$ cat src/common/ssr_regs.vh
`ifndef SSR_REGS_VH
`define SSR_REGS_VH
// register selects on the query/command port
`define SSR_SEL_OPER_COND 4'h0
`define SSR_SEL_OPER_RISE 4'h1
`define SSR_SEL_OPER_FALL 4'h2
`define SSR_SEL_OPER_EVENT 4'h3
`define SSR_SEL_OPER_ENABLE 4'h4
`define SSR_SEL_QUES_COND 4'h5
`define SSR_SEL_QUES_RISE 4'h6
`define SSR_SEL_QUES_FALL 4'h7
`define SSR_SEL_QUES_EVENT 4'h8
`define SSR_SEL_QUES_ENABLE 4'h9
`define SSR_SEL_ESR 4'hA
`define SSR_SEL_ESE 4'hB
`define SSR_SEL_STB 4'hC
`define SSR_SEL_SRE 4'hD
// group field layout and reset / preset values
`define SSR_GRP_USED 16'h7FFF
`define SSR_RISE_PRESET 16'hFFFF
`define SSR_FALL_PRESET 16'h0000
`define SSR_ENABLE_PRESET 16'h0000
`define SSR_BYTE_RESET 8'h00
// summary status byte bit positions
`define SSR_STB_ERRQ 2
`define SSR_STB_QUES 3
`define SSR_STB_MAV 4
`define SSR_STB_ESB 5
`define SSR_STB_MSS 6
`define SSR_STB_OPER 7
// standard event status bit positions and used mask
`define SSR_ESR_OPC 0
`define SSR_ESR_QRY 2
`define SSR_ESR_DEV 3
`define SSR_ESR_EXE 4
`define SSR_ESR_CMD 5
`define SSR_ESR_USED 8'h3D
// error code class bounds, signed 16-bit
`define SSR_QRY_LO 16'hFE0D
`define SSR_QRY_HI 16'hFE70
`define SSR_DEV_LO 16'hFE71
`define SSR_DEV_HI 16'hFED4
`define SSR_EXE_LO 16'hFED5
`define SSR_EXE_HI 16'hFF38
`define SSR_CMD_LO 16'hFF39
`define SSR_CMD_HI 16'hFF9C
`define SSR_DEVP_LO 16'h0001
`define SSR_DEVP_HI 16'h7FFF
// cycles after reset release before the saved language is taken
`define SSR_BOOT_WAIT 2'h3
`endif

$ cat src/rtl/ssr_group.v
`timescale 1ns/1ps
`default_nettype none
`include "ssr_regs.vh"
module ssr_group (
   input wire i_clk,
   input wire i_srst,
   input wire [15:0] i_cond,
   input wire i_wr_rise,
   input wire i_wr_fall,
   input wire i_wr_enable,
   input wire [15:0] i_wdata,
   input wire i_rd_event,
   input wire i_cls,
   input wire i_preset,
   output reg [15:0] o_rise,
   output reg [15:0] o_fall,
   output reg [15:0] o_event,
   output reg [15:0] o_enable,
   output wire o_summary
);
   reg [15:0] prev;
   reg prev_ok;
   wire [15:0] up_edge;
   wire [15:0] down_edge;
   wire [15:0] hit;

   // filtered transitions; no edge until a first sample is held
   assign up_edge = i_cond & ~prev & o_rise;
   assign down_edge = ~i_cond & prev & o_fall;
   assign hit = (up_edge | down_edge) & `SSR_GRP_USED & {16{prev_ok}};
   assign o_summary = |(o_event & o_enable);

   // previous condition sample for edge detection
   always @(posedge i_clk)
   begin
      if (i_srst)
      begin
         prev <= 16'h0000;
         prev_ok <= 1'b0;
      end
      else
      begin
         prev <= i_cond;
         prev_ok <= 1'b1;
      end
   end

   // sticky events; a new edge wins over a query or clear
   always @(posedge i_clk)
   begin
      if (i_srst)
         o_event <= 16'h0000;
      else if (i_rd_event || i_cls)
         o_event <= hit;
      else
         o_event <= o_event | hit;
   end

   // filters and enable: preset loads, clear-status leaves alone
   always @(posedge i_clk)
   begin
      if (i_srst)
      begin
         o_rise <= `SSR_RISE_PRESET;
         o_fall <= `SSR_FALL_PRESET;
         o_enable <= `SSR_ENABLE_PRESET;
      end
      else if (i_preset)
      begin
         o_rise <= `SSR_RISE_PRESET;
         o_fall <= `SSR_FALL_PRESET;
         o_enable <= `SSR_ENABLE_PRESET;
      end
      else
      begin
         if (i_wr_rise)
            o_rise <= i_wdata & `SSR_GRP_USED;
         if (i_wr_fall)
            o_fall <= i_wdata & `SSR_GRP_USED;
         if (i_wr_enable)
            o_enable <= i_wdata & `SSR_GRP_USED;
      end
   end
endmodule // ssr_group
`default_nettype wire

$ cat src/rtl/ssr_status.v
// Overview of operation
// - condition registers follow live status; reading never alters them.
// - falling filter catches 1-to-0, rising filter 0-to-1, both catch any change.
// - filters are read-write and survive queries, clear-status and reset command.
// - status preset zeroes falling filters and enables, sets rising filters to ones.
// - event bits latch until queried or clear-status; host cannot write them.
// - summary bit is OR of event AND enable; enables read-write, query-safe.
// - summary byte bits 0 and 1 always read zero.
// - summary bit 2 set while the error queue holds an entry.
// - summary bit 3 follows the questionable group summary.
// - summary bit 4 set while the output queue holds response data.
// - summary bit 5 follows the standard event group summary.
// - bit 6 is OR of byte bits ANDed with service request enable bits.
// - summary bit 7 follows the operational group summary.
// - standard event bit 0 sets when pending work ends after operation-complete.
// - standard event bit 2 sets on error codes -499 through -400.
// - bit 3 sets on codes -399 through -300 or 1 through 32767.
// - standard event bit 4 sets on error codes -299 through -200.
// - standard event bit 5 sets on error codes -199 through -100.
// - standard event bits 1, 6 and 7 always read zero.
// - only short uncoloned language command selects; other forms are syntax errors.
// - under the new language a power cycle returns the instrument to reset.
// - querying the standard event register returns it and clears it.
`timescale 1ns/1ps
`default_nettype none
`include "ssr_regs.vh"
module ssr_status (
   input wire I_CLOCK,
   input wire I_SRST,
   input wire [15:0] I_OPER_COND,
   input wire [15:0] I_QUES_COND,
   input wire I_LANG_SAVED,
   input wire I_ERRQ_NONEMPTY,
   input wire I_OUTQ_AVAIL,
   input wire I_OPS_PENDING,
   input wire I_WR,
   input wire I_RD,
   input wire [3:0] I_SEL,
   input wire [15:0] I_WDATA,
   input wire I_CLS,
   input wire I_PRESET,
   input wire I_OPC,
   input wire I_ERR_VALID,
   input wire [15:0] I_ERR_CODE,
   input wire I_LANG_CMD,
   input wire I_LANG_LONG,
   input wire I_LANG_COLON,
   output reg [15:0] O_RDATA,
   output reg O_RVALID,
   output reg [7:0] O_STB,
   output reg O_MSS,
   output reg O_LANG_SCPI,
   output reg O_SYNTAX_ERR,
   output reg O_INST_RESET
);
   // synchroniser stages for pin inputs
   reg [15:0] oper_meta;
   reg [15:0] oper_cond;
   reg [15:0] ques_meta;
   reg [15:0] ques_cond;
   reg lang_meta;
   reg lang_sync;
   // standard event group, service request and boot state
   reg [7:0] esr;
   reg [7:0] ese;
   reg [7:0] sre;
   reg opc_armed;
   reg [1:0] boot_cnt;
   reg boot_done;
   // combinational next values
   reg [7:0] next_esr;
   reg [7:0] next_stb;
   reg [15:0] next_rdata;
   reg next_mss;
   reg [7:0] err_bits;
   wire oper_sum;
   wire ques_sum;
   wire [15:0] oper_rise;
   wire [15:0] oper_fall;
   wire [15:0] oper_event;
   wire [15:0] oper_enable;
   wire [15:0] ques_rise;
   wire [15:0] ques_fall;
   wire [15:0] ques_event;
   wire [15:0] ques_enable;
   wire esb_sum;
   wire opc_done;
   wire lang_bad;
   wire esr_query;
   wire signed [15:0] code;

   assign code = I_ERR_CODE;
   assign esb_sum = |(esr & ese);
   assign opc_done = opc_armed & ~I_OPS_PENDING;
   assign lang_bad = I_LANG_CMD & (I_LANG_LONG | I_LANG_COLON);
   assign esr_query = I_RD && (I_SEL == `SSR_SEL_ESR);

   // two-stage sync of the live status pins and language strap
   always @(posedge I_CLOCK)
   begin
      if (I_SRST)
      begin
         oper_meta <= 16'h0000;
         oper_cond <= 16'h0000;
         ques_meta <= 16'h0000;
         ques_cond <= 16'h0000;
         lang_meta <= 1'b0;
         lang_sync <= 1'b0;
      end
      else
      begin
         oper_meta <= I_OPER_COND;
         oper_cond <= oper_meta & `SSR_GRP_USED;
         ques_meta <= I_QUES_COND;
         ques_cond <= ques_meta & `SSR_GRP_USED;
         lang_meta <= I_LANG_SAVED;
         lang_sync <= lang_meta;
      end
   end

   // operational group
   ssr_group u_oper (
      .i_clk(I_CLOCK),
      .i_srst(I_SRST),
      .i_cond(oper_cond),
      .i_wr_rise(I_WR && (I_SEL == `SSR_SEL_OPER_RISE)),
      .i_wr_fall(I_WR && (I_SEL == `SSR_SEL_OPER_FALL)),
      .i_wr_enable(I_WR && (I_SEL == `SSR_SEL_OPER_ENABLE)),
      .i_wdata(I_WDATA),
      .i_rd_event(I_RD && (I_SEL == `SSR_SEL_OPER_EVENT)),
      .i_cls(I_CLS),
      .i_preset(I_PRESET),
      .o_rise(oper_rise),
      .o_fall(oper_fall),
      .o_event(oper_event),
      .o_enable(oper_enable),
      .o_summary(oper_sum)
   );

   // questionable group
   ssr_group u_ques (
      .i_clk(I_CLOCK),
      .i_srst(I_SRST),
      .i_cond(ques_cond),
      .i_wr_rise(I_WR && (I_SEL == `SSR_SEL_QUES_RISE)),
      .i_wr_fall(I_WR && (I_SEL == `SSR_SEL_QUES_FALL)),
      .i_wr_enable(I_WR && (I_SEL == `SSR_SEL_QUES_ENABLE)),
      .i_wdata(I_WDATA),
      .i_rd_event(I_RD && (I_SEL == `SSR_SEL_QUES_EVENT)),
      .i_cls(I_CLS),
      .i_preset(I_PRESET),
      .o_rise(ques_rise),
      .o_fall(ques_fall),
      .o_event(ques_event),
      .o_enable(ques_enable),
      .o_summary(ques_sum)
   );

   // classify a reported error code into its standard event bit
   always @*
   begin
      err_bits = 8'h00;
      if (I_ERR_VALID)
      begin
         if (code >= $signed(`SSR_QRY_LO) && code <= $signed(`SSR_QRY_HI))
            err_bits[`SSR_ESR_QRY] = 1'b1;
         if (code >= $signed(`SSR_DEV_LO) && code <= $signed(`SSR_DEV_HI))
            err_bits[`SSR_ESR_DEV] = 1'b1;
         if (code >= $signed(`SSR_DEVP_LO) && code <= $signed(`SSR_DEVP_HI))
            err_bits[`SSR_ESR_DEV] = 1'b1;
         if (code >= $signed(`SSR_EXE_LO) && code <= $signed(`SSR_EXE_HI))
            err_bits[`SSR_ESR_EXE] = 1'b1;
         if (code >= $signed(`SSR_CMD_LO) && code <= $signed(`SSR_CMD_HI))
            err_bits[`SSR_ESR_CMD] = 1'b1;
      end
      // a malformed language command counts as a command error
      if (lang_bad)
         err_bits[`SSR_ESR_CMD] = 1'b1;
      if (opc_done)
         err_bits[`SSR_ESR_OPC] = 1'b1;
   end

   // standard event register: query or clear-status empties it, sets win
   always @*
   begin
      next_esr = esr;
      if (esr_query || I_CLS)
         next_esr = 8'h00;
      next_esr = (next_esr | err_bits) & `SSR_ESR_USED;
   end

   // summary status byte and the master service summary
   always @*
   begin
      next_stb = 8'h00;
      next_stb[`SSR_STB_ERRQ] = I_ERRQ_NONEMPTY;
      next_stb[`SSR_STB_QUES] = ques_sum;
      next_stb[`SSR_STB_MAV] = I_OUTQ_AVAIL;
      next_stb[`SSR_STB_ESB] = esb_sum;
      next_stb[`SSR_STB_OPER] = oper_sum;
      // bit 6 itself is masked out so the summary cannot hold itself up
      next_mss = |(next_stb & sre & ~(8'h01 << `SSR_STB_MSS));
      next_stb[`SSR_STB_MSS] = next_mss;
   end

   // query data mux; unmapped selects read zero
   always @*
   begin
      next_rdata = 16'h0000;
      if (I_SEL == `SSR_SEL_OPER_COND)
         next_rdata = oper_cond;
      else if (I_SEL == `SSR_SEL_OPER_RISE)
         next_rdata = oper_rise;
      else if (I_SEL == `SSR_SEL_OPER_FALL)
         next_rdata = oper_fall;
      else if (I_SEL == `SSR_SEL_OPER_EVENT)
         next_rdata = oper_event;
      else if (I_SEL == `SSR_SEL_OPER_ENABLE)
         next_rdata = oper_enable;
      else if (I_SEL == `SSR_SEL_QUES_COND)
         next_rdata = ques_cond;
      else if (I_SEL == `SSR_SEL_QUES_RISE)
         next_rdata = ques_rise;
      else if (I_SEL == `SSR_SEL_QUES_FALL)
         next_rdata = ques_fall;
      else if (I_SEL == `SSR_SEL_QUES_EVENT)
         next_rdata = ques_event;
      else if (I_SEL == `SSR_SEL_QUES_ENABLE)
         next_rdata = ques_enable;
      else if (I_SEL == `SSR_SEL_ESR)
         next_rdata = {8'h00, esr};
      else if (I_SEL == `SSR_SEL_ESE)
         next_rdata = {8'h00, ese};
      else if (I_SEL == `SSR_SEL_STB)
         next_rdata = {8'h00, O_STB};
      else if (I_SEL == `SSR_SEL_SRE)
         next_rdata = {8'h00, sre};
   end

   // event, enable and operation-complete state
   always @(posedge I_CLOCK)
   begin
      if (I_SRST)
      begin
         esr <= `SSR_BYTE_RESET;
         ese <= `SSR_BYTE_RESET;
         sre <= `SSR_BYTE_RESET;
         opc_armed <= 1'b0;
      end
      else
      begin
         esr <= next_esr;
         if (I_WR && (I_SEL == `SSR_SEL_ESE))
            ese <= I_WDATA[7:0];
         if (I_WR && (I_SEL == `SSR_SEL_SRE))
            sre <= I_WDATA[7:0];
         // a fresh operation-complete request wins over clear-status
         if (I_OPC)
            opc_armed <= 1'b1;
         else if (I_CLS || opc_done)
            opc_armed <= 1'b0;
      end
   end

   // registered status outputs and query answer
   always @(posedge I_CLOCK)
   begin
      if (I_SRST)
      begin
         O_STB <= `SSR_BYTE_RESET;
         O_MSS <= 1'b0;
         O_RDATA <= 16'h0000;
         O_RVALID <= 1'b0;
      end
      else
      begin
         O_STB <= next_stb;
         O_MSS <= next_mss;
         O_RVALID <= I_RD;
         if (I_RD)
            O_RDATA <= next_rdata;
      end
   end

   // language select and power-up reset request
   always @(posedge I_CLOCK)
   begin
      if (I_SRST)
      begin
         O_LANG_SCPI <= 1'b0;
         O_SYNTAX_ERR <= 1'b0;
         O_INST_RESET <= 1'b0;
         boot_cnt <= 2'h0;
         boot_done <= 1'b0;
      end
      else
      begin
         O_SYNTAX_ERR <= lang_bad;
         O_INST_RESET <= 1'b0;
         if (!boot_done)
         begin
            // wait for the strap to pass the synchroniser, then take it
            if (boot_cnt == `SSR_BOOT_WAIT)
            begin
               boot_done <= 1'b1;
               O_LANG_SCPI <= lang_sync;
               O_INST_RESET <= lang_sync;
            end
            else
               boot_cnt <= boot_cnt + 2'h1;
         end
         else if (I_LANG_CMD && !lang_bad)
            O_LANG_SCPI <= 1'b1;
      end
   end
endmodule // ssr_status
`default_nettype wire

$ cat config.mk
export PLATFORM = sky130hd
export DESIGN_NAME = ssr_status
export DESIGN_NICKNAME = d
export VERILOG_FILES = /design/src/rtl/ssr_group.v /design/src/rtl/ssr_status.v
export VERILOG_INCLUDE_DIRS = /design/src /design/src/common
export SDC_FILE = /design/constraint.sdc
export NUM_CORES = 1
export LEC_CHECK = 0
export ABC_AREA = 0
export BUFFER_PORTS_ARGS = -buffer_cell sky130_fd_sc_hd__buf_2
export CAP_MARGIN = 25
export CORE_ASPECT_RATIO = 1.75
export CORE_MARGIN = 3
export CORE_UTILIZATION = 51
export CTS_CLUSTER_DIAMETER = 50
export DETAILED_ROUTE_END_ITERATION = 16
export GPL_TIMING_DRIVEN = 1
export PLACE_DENSITY = 0.77
export SLEW_MARGIN = 20
export SYNTH_ARGS = -nofsm -noshare
export SYNTH_HDL_FRONTEND = slang
export SYNTH_SLANG_ARGS = --single-unit
export TNS_END_PERCENT = 100
$ cat constraint.sdc
create_clock -name I_CLOCK -period 2.7 [get_ports I_CLOCK]
set_input_delay 0.405 -clock I_CLOCK [delete_from_list [all_inputs] [get_ports I_CLOCK]]
set_output_delay 0.405 -clock I_CLOCK [all_outputs]
set_load 0.01 [all_outputs]
---- Yosys cells after proc, flatten, opt, wreduce, memory -nomap -nowiden ----
Cells that the tools add are included.
operators by class
  bitwise gates (word level) .............. 29
  add/sub/neg operators ................... 1
  $lt $le $gt $ge ......................... 10
  mux-type cells .......................... 33
  equality and inequality tests ........... 15
  reduce and logical (&&, ||, !) cells .... 33
operators by type and width
  kind                  number
  $mux 16               11
  $and 15x15->15        8
  $not 15->15           4
  $ge 16x10->1 const B  3
  $and 15x16->16        2
  $and 16x15->16        2
  $le 16x10->1 const B  2
  $mux 8                4
  $or 16x16->16         2
  $reduce_or 16->1      2
  $or 15x15->15         2
  $eq 4x4->1 const B    6
  $logic_and 1x1->1     17
  $eq 4x3->1 const B    4
  $ge 16x2->1 const B   1
  $ge 16x9->1 const B   1
  $le 16x16->1 const B  1
  $le 16x8->1 const B   1
  $le 16x9->1 const B   1
  $mux 1                15
  $mux 15               1
  $and 6x8->8           1
  $and 8x8->8           1
  $eq 4x2->1 const B    2
  19 further kinds      27
word-level totals
  output and inout port bits .............. 29
  logic and storage cells ................. 152
  flip-flop bits (word level) ............. 271

---- Logic depth before layout (Yosys ltp) ----
  depth in word-level cells ............... 15
  mapped depth ............................ 9

---- Modules after synthesis ----
From an unflattened synthesis, not the netlist that was laid out.
unflattened totals
  cell total of the unflattened synthesis .. 1,232
  area, all modules ....................... 11,775.0 um2
by module, submodules not included
  module      seq. area each (um2)  times used  area each (um2)  cells each
  ssr_status  2,262.2               1           5,972.0          680
  ssr_group   1,541.5               2           2,901.5          276

---- Worst setup path before layout ----
OpenSTA, ideal clock, no wires.
  kind .................................... input to register
  start point ............................. input I_SEL[1]
  end point ............................... register O_RDATA[2]
  data arrival time ....................... 1,789 ps
  data required time ...................... 2,567 ps
  slack ................................... 778 ps
  stages on the path ...................... 8
  library setup time ...................... 133 ps
  cells stage by stage .................... buf_2 buf_4 buf_4 buf_2 o311ai_0 a21oi_1 a311oi_1 a31oi_1
between the ends
  word-level cells in the longest chain between the ends .. 15
ends and longest elaborated chain
  element               line              source
  start, declared       ssr_status.v:38   input wire [3:0] I_SEL,
  $eq 4x4->1 (no line)  --
  $mux 8                ssr_status.v:236  else if (I_SEL == `SSR_SEL_SRE)
  $mux 8                ssr_status.v:234  else if (I_SEL == `SSR_SEL_STB)
  $mux 8                ssr_status.v:232  else if (I_SEL == `SSR_SEL_ESE)
  $mux 8                ssr_status.v:230  else if (I_SEL == `SSR_SEL_ESR)
  $mux 15               ssr_status.v:228  else if (I_SEL == `SSR_SEL_QUES_ENABLE)
  $mux 16               ssr_status.v:226  else if (I_SEL == `SSR_SEL_QUES_EVENT)
  $mux 16               ssr_status.v:224  else if (I_SEL == `SSR_SEL_QUES_FALL)
  $mux 16               ssr_status.v:222  else if (I_SEL == `SSR_SEL_QUES_RISE)
  $mux 16               ssr_status.v:220  else if (I_SEL == `SSR_SEL_QUES_COND)
  $mux 16               ssr_status.v:218  else if (I_SEL == `SSR_SEL_OPER_ENABLE)
  $mux 16               ssr_status.v:216  else if (I_SEL == `SSR_SEL_OPER_EVENT)
  $mux 16               ssr_status.v:214  else if (I_SEL == `SSR_SEL_OPER_FALL)
  $mux 16               ssr_status.v:212  else if (I_SEL == `SSR_SEL_OPER_RISE)
  $mux 16 (*)           ssr_status.v:210  if (I_SEL == `SSR_SEL_OPER_COND)
  end signal, assigned  ssr_status.v:281  O_RDATA <= next_rdata;
  end, declared         ssr_status.v:48   output reg [15:0] O_RDATA,
Every way passes the cells marked *; elsewhere a longest branch is shown, timed or not.
A chain may end at the register's enable or synchronous reset.

---- Worst setup path in the final report ----
  start point ............................. input I_SEL[2]
  end point ............................... register O_RDATA[3]
Same word-level chain as after synthesis.

==> flow_summary.yaml <==
die:
  die-area_mm2: 0.0241
  coreArea_mm2: 0.0217
  die_y_um: 203
  die_x_um: 119
  num_rows: 71
  io_pins: 112
  start_util_pct: 52.2
worst_setup_path:
  critical-path-max-stage-delay_ns: 0.49
  crit_type: "in -> reg"
  cp-start-kind: "primary input"
  cp_slowest_cell: "or4_1"
  cp.buffers_inverters: 2
  critPathMaxFanout: 15
  crit_chain: "buf_2, buf_4, nor3b_4, a221oi_2, o221a_1, or4_1, a31oi_1"
  crit_arrival_ns: 2.38
  cp.required_ns: 3.15
  crit_path_end_kind: "register"
  reg2reg_from: "u_oper.o_event[10]$_SDFF_PP0_"
  r2r_slack_ns: 0.83
  reg2reg_to: "O_STB[6]$_SDFF_PP0_"
  cpLargestDelayFamily: "simple AND/OR/NAND/NOR gates"
  critPathLaunch: "I_SEL[2]"
  rr_worst_depth: 5
timing:
  setup_ws_ns: 0.767
  finalHoldViolations: 0
  clock-skew-final_ns: 0.0222
  setup_viol: 0
  slew_headroom_pct: 40.9
  fin_crit_ns: 1.93
  rsz0062_at_grt: "false"
  tns_ns: 0
  max_freq_mhz: 517
  finalCritPeriodShare_pct: 71.6
  slew_violations: 0
  worst_pin_slew_ns: 0.886
synthesis:
  ys.flop_type: "dfxtp_1"
  synth.yosys.seq_area_share_pct: 47.1
  synthSimpleGateAreaFrac_pct: 25.4
  yosys_warnings: 0
  syn_area_mm2: 0.0113
  ys_ff_latch: 266
  synthXorXnorAreaFrac_pct: 0.0774
  synth_top_family_by_area: "simple AND/OR/NAND/NOR gates"
  synth_top_area_share_pct: 47.1
  syn_area_per_cell_um2: 8.39
  synthArstFlopShare_pct: 0
  synth_mux_area_share_pct: 3.56
  synth_compound_area_share_pct: 19.4
  ys_types: 73
  synth_edf_count: 0
  yosys.area_share.adder_pct: 0.111
  yosys-top-cells-area: "dfxtp_1 47%, nand2_1 8.4%, nor2b_1 6.2%"
  netlist_instances: 1349
  synth_top_area_cell: "dfxtp_1"
routing:
  vias_per_cell: 6.01
  wl_um: 36100
  drt_iter0_drc: 1209
  drc: 0
  drtPass1Iterations: 6
  antenna_left: 0
  routedWlPerCell_um: 20.7
  vias: 10500
placement:
  gp_congestion: 0.986
  port_buffers: 106
  place_ws_ns: 0.284
  hpwl_um: 25200
clock_tree:
  cts.sinks: 266
  htreeDepth: 1
  clk_latency_ns: 0.54
  clk_pin_slew_ns: 0.07
  numCtsBuffers: 25
  postCtsHoldBufs: 0
  cts_buffer_depth: 3
  cts-root-buf: "clkbuf_16"
  cts_tree: "built"
  cts-resized-gates: 0
  postCtsSetupBuffers: 0
finish:
  final_nets: 1515
  drive_gt1_share_pct: 15.2
  antenna_cells: 0
  area_delta_synth_final_pct: 15.0
grt:
  grt_max_degree: 91
  antenna_found_initial: 0
  grt_pass1_wl_um: 55800
  globalRouteTotalUtil_pct: 29.0
  grt_pass1_vias: 10100
  globalRoute.totalOverflow: 0
run:
  drv_cap: 0
min_path:
  hold_depth: 2
  min_to: "ques_meta[11]$_SDFF_PP0_"
  worstHoldStart: "I_QUES_COND[11]"
  hold_class: "in -> reg"
pwr:
  ir_drop_uv: 629
  pwr_density_cell_mw_per_mm2: 650
  leakage_nw: 5.00
run_status:
  status: "completed"
[kinds of logic after synthesis]
logic type / Yosys count
xor+xnor: 1
compound gates: 344
flops: 266
buf+inv: 111
mux: 36
fa+ha+maj: 1
simple gates: 589
other cells: 1
[routing by layer]
metal | vias to the layer above | wire length [um] | global-route usage [%]
li1 | 4873 | - | -
met1 | 4937 | 13400 | 34.2
met2 | 509 | 17400 | 49.1
met3 | 154 | 2620 | 3.93
met4 | 0 | 2730 | 19.0
met5 | - | 0 | 0
[state kept, by name, summed over array words and instances, names as in the netlist, 2 cells and up]
name and count:
O_RDATA 16, O_STB 6, boot_cnt 2, ese 8, esr 5, oper_cond 15, oper_meta 15, ques_cond 15
ques_meta 15, sre 8, u_oper.o_enable 15, u_oper.o_event 15, u_oper.o_fall 15, u_oper.o_rise 16, u_oper.prev 15, u_ques.o_enable 15
u_ques.o_event 15, u_ques.o_fall 15, u_ques.o_rise 16, u_ques.prev 15
[worst max path at each step]
stage	endpoint	slack, ns	depth (start not counted)
after floorplan	O_RDATA[2]$_SDFFE_PP0P_	0.78	8
after global placement	O_RDATA[3]$_SDFFE_PP0P_	0.29	7
after detailed placement	O_RDATA[3]$_SDFFE_PP0P_	0.28	7
after CTS	O_RDATA[3]$_SDFFE_PP0P_	0.82	7
after global routing	u_ques.o_event[12]$_SDFF_PP0_	0.72	7
final	O_RDATA[3]$_SDFFE_PP0P_	0.77	7
[synth_stat cells, types with 3 or more instances]
cell type and number:
a22oi_1 51, a31oi_1 17, clkbuf_1 51, a221oi_1 9
nor4_1 3, and3_1 5, o221ai_1 7, buf_1 7
mux2i_1 29, nor2_1 80, inv_1 10, o22ai_1 8
o21ai_0 70, nand2b_1 21, nor3_1 9, a21oi_1 117
buf_2 32, nand2_1 253, buf_4 8, nand3b_1 32
nand3_1 45, mux4_2 3, o211ai_1 12, nand4_1 3
dfxtp_1 266, o2bb2ai_1 3, a211oi_1 5, clkbuf_2 3
a22o_1 4, mux2_2 4, nor2b_1 113, a222oi_1 6
[cells in the final DEF, fill, tap and decap left out, drive strengths merged, types with 12 or more instances in the layout]
cell | synthesis | final
a21oi | 117 | 117
o21ai | 70 | 70
nor2 | 82 | 82
a22oi | 51 | 51
nand2 | 253 | 253
nand3b | 32 | 32
buf | 47 | 155
o211ai | 12 | 12
nor2b | 113 | 113
a31oi | 17 | 17
nand3 | 45 | 45
mux2i | 29 | 29
clkbuf | 54 | 32
nand2b | 21 | 21
dfxtp | 266 | 266
inv | 10 | 13
[where the power goes]
part,total (mW),switching (mW),internal (mW)
clock network,3.55,1.54,2.02
logic,0.782,0.485,0.297
registers,4.12,0.0831,4.04
total,8.46,2.10,6.36
[stage by stage]
step / hold slack (ns) / util (%) / cells / area, um2 / power [mW]
after floorplan: 0.414 / - / 1350 / 11300 / 4.66
after global placement: 0.416 / 56.2 / 1696 / 12200 / 4.96
after detailed placement: 0.423 / 56.2 / 1696 / 12200 / 4.97
after CTS: 0.0637 / 60.1 / 1742 / 13000 / 8.49
after global routing: 0.0681 / 60.1 / 1742 / 13000 / 8.75
final: 0.0752 / 60.1 / 1742 / 13000 / 8.46
[area by class of cell]
class / instances / area (um2)
fill: 2034 / 8660
multi-input combinational: 973 / 5510
sequential: 266 / 5330
timing repair buffer: 155 / 955
clock buffer: 32 / 692
tap: 292 / 365
clock inverter: 14 / 136
inverter: 10 / 37.5
Power figures use the tool's default switching activity.
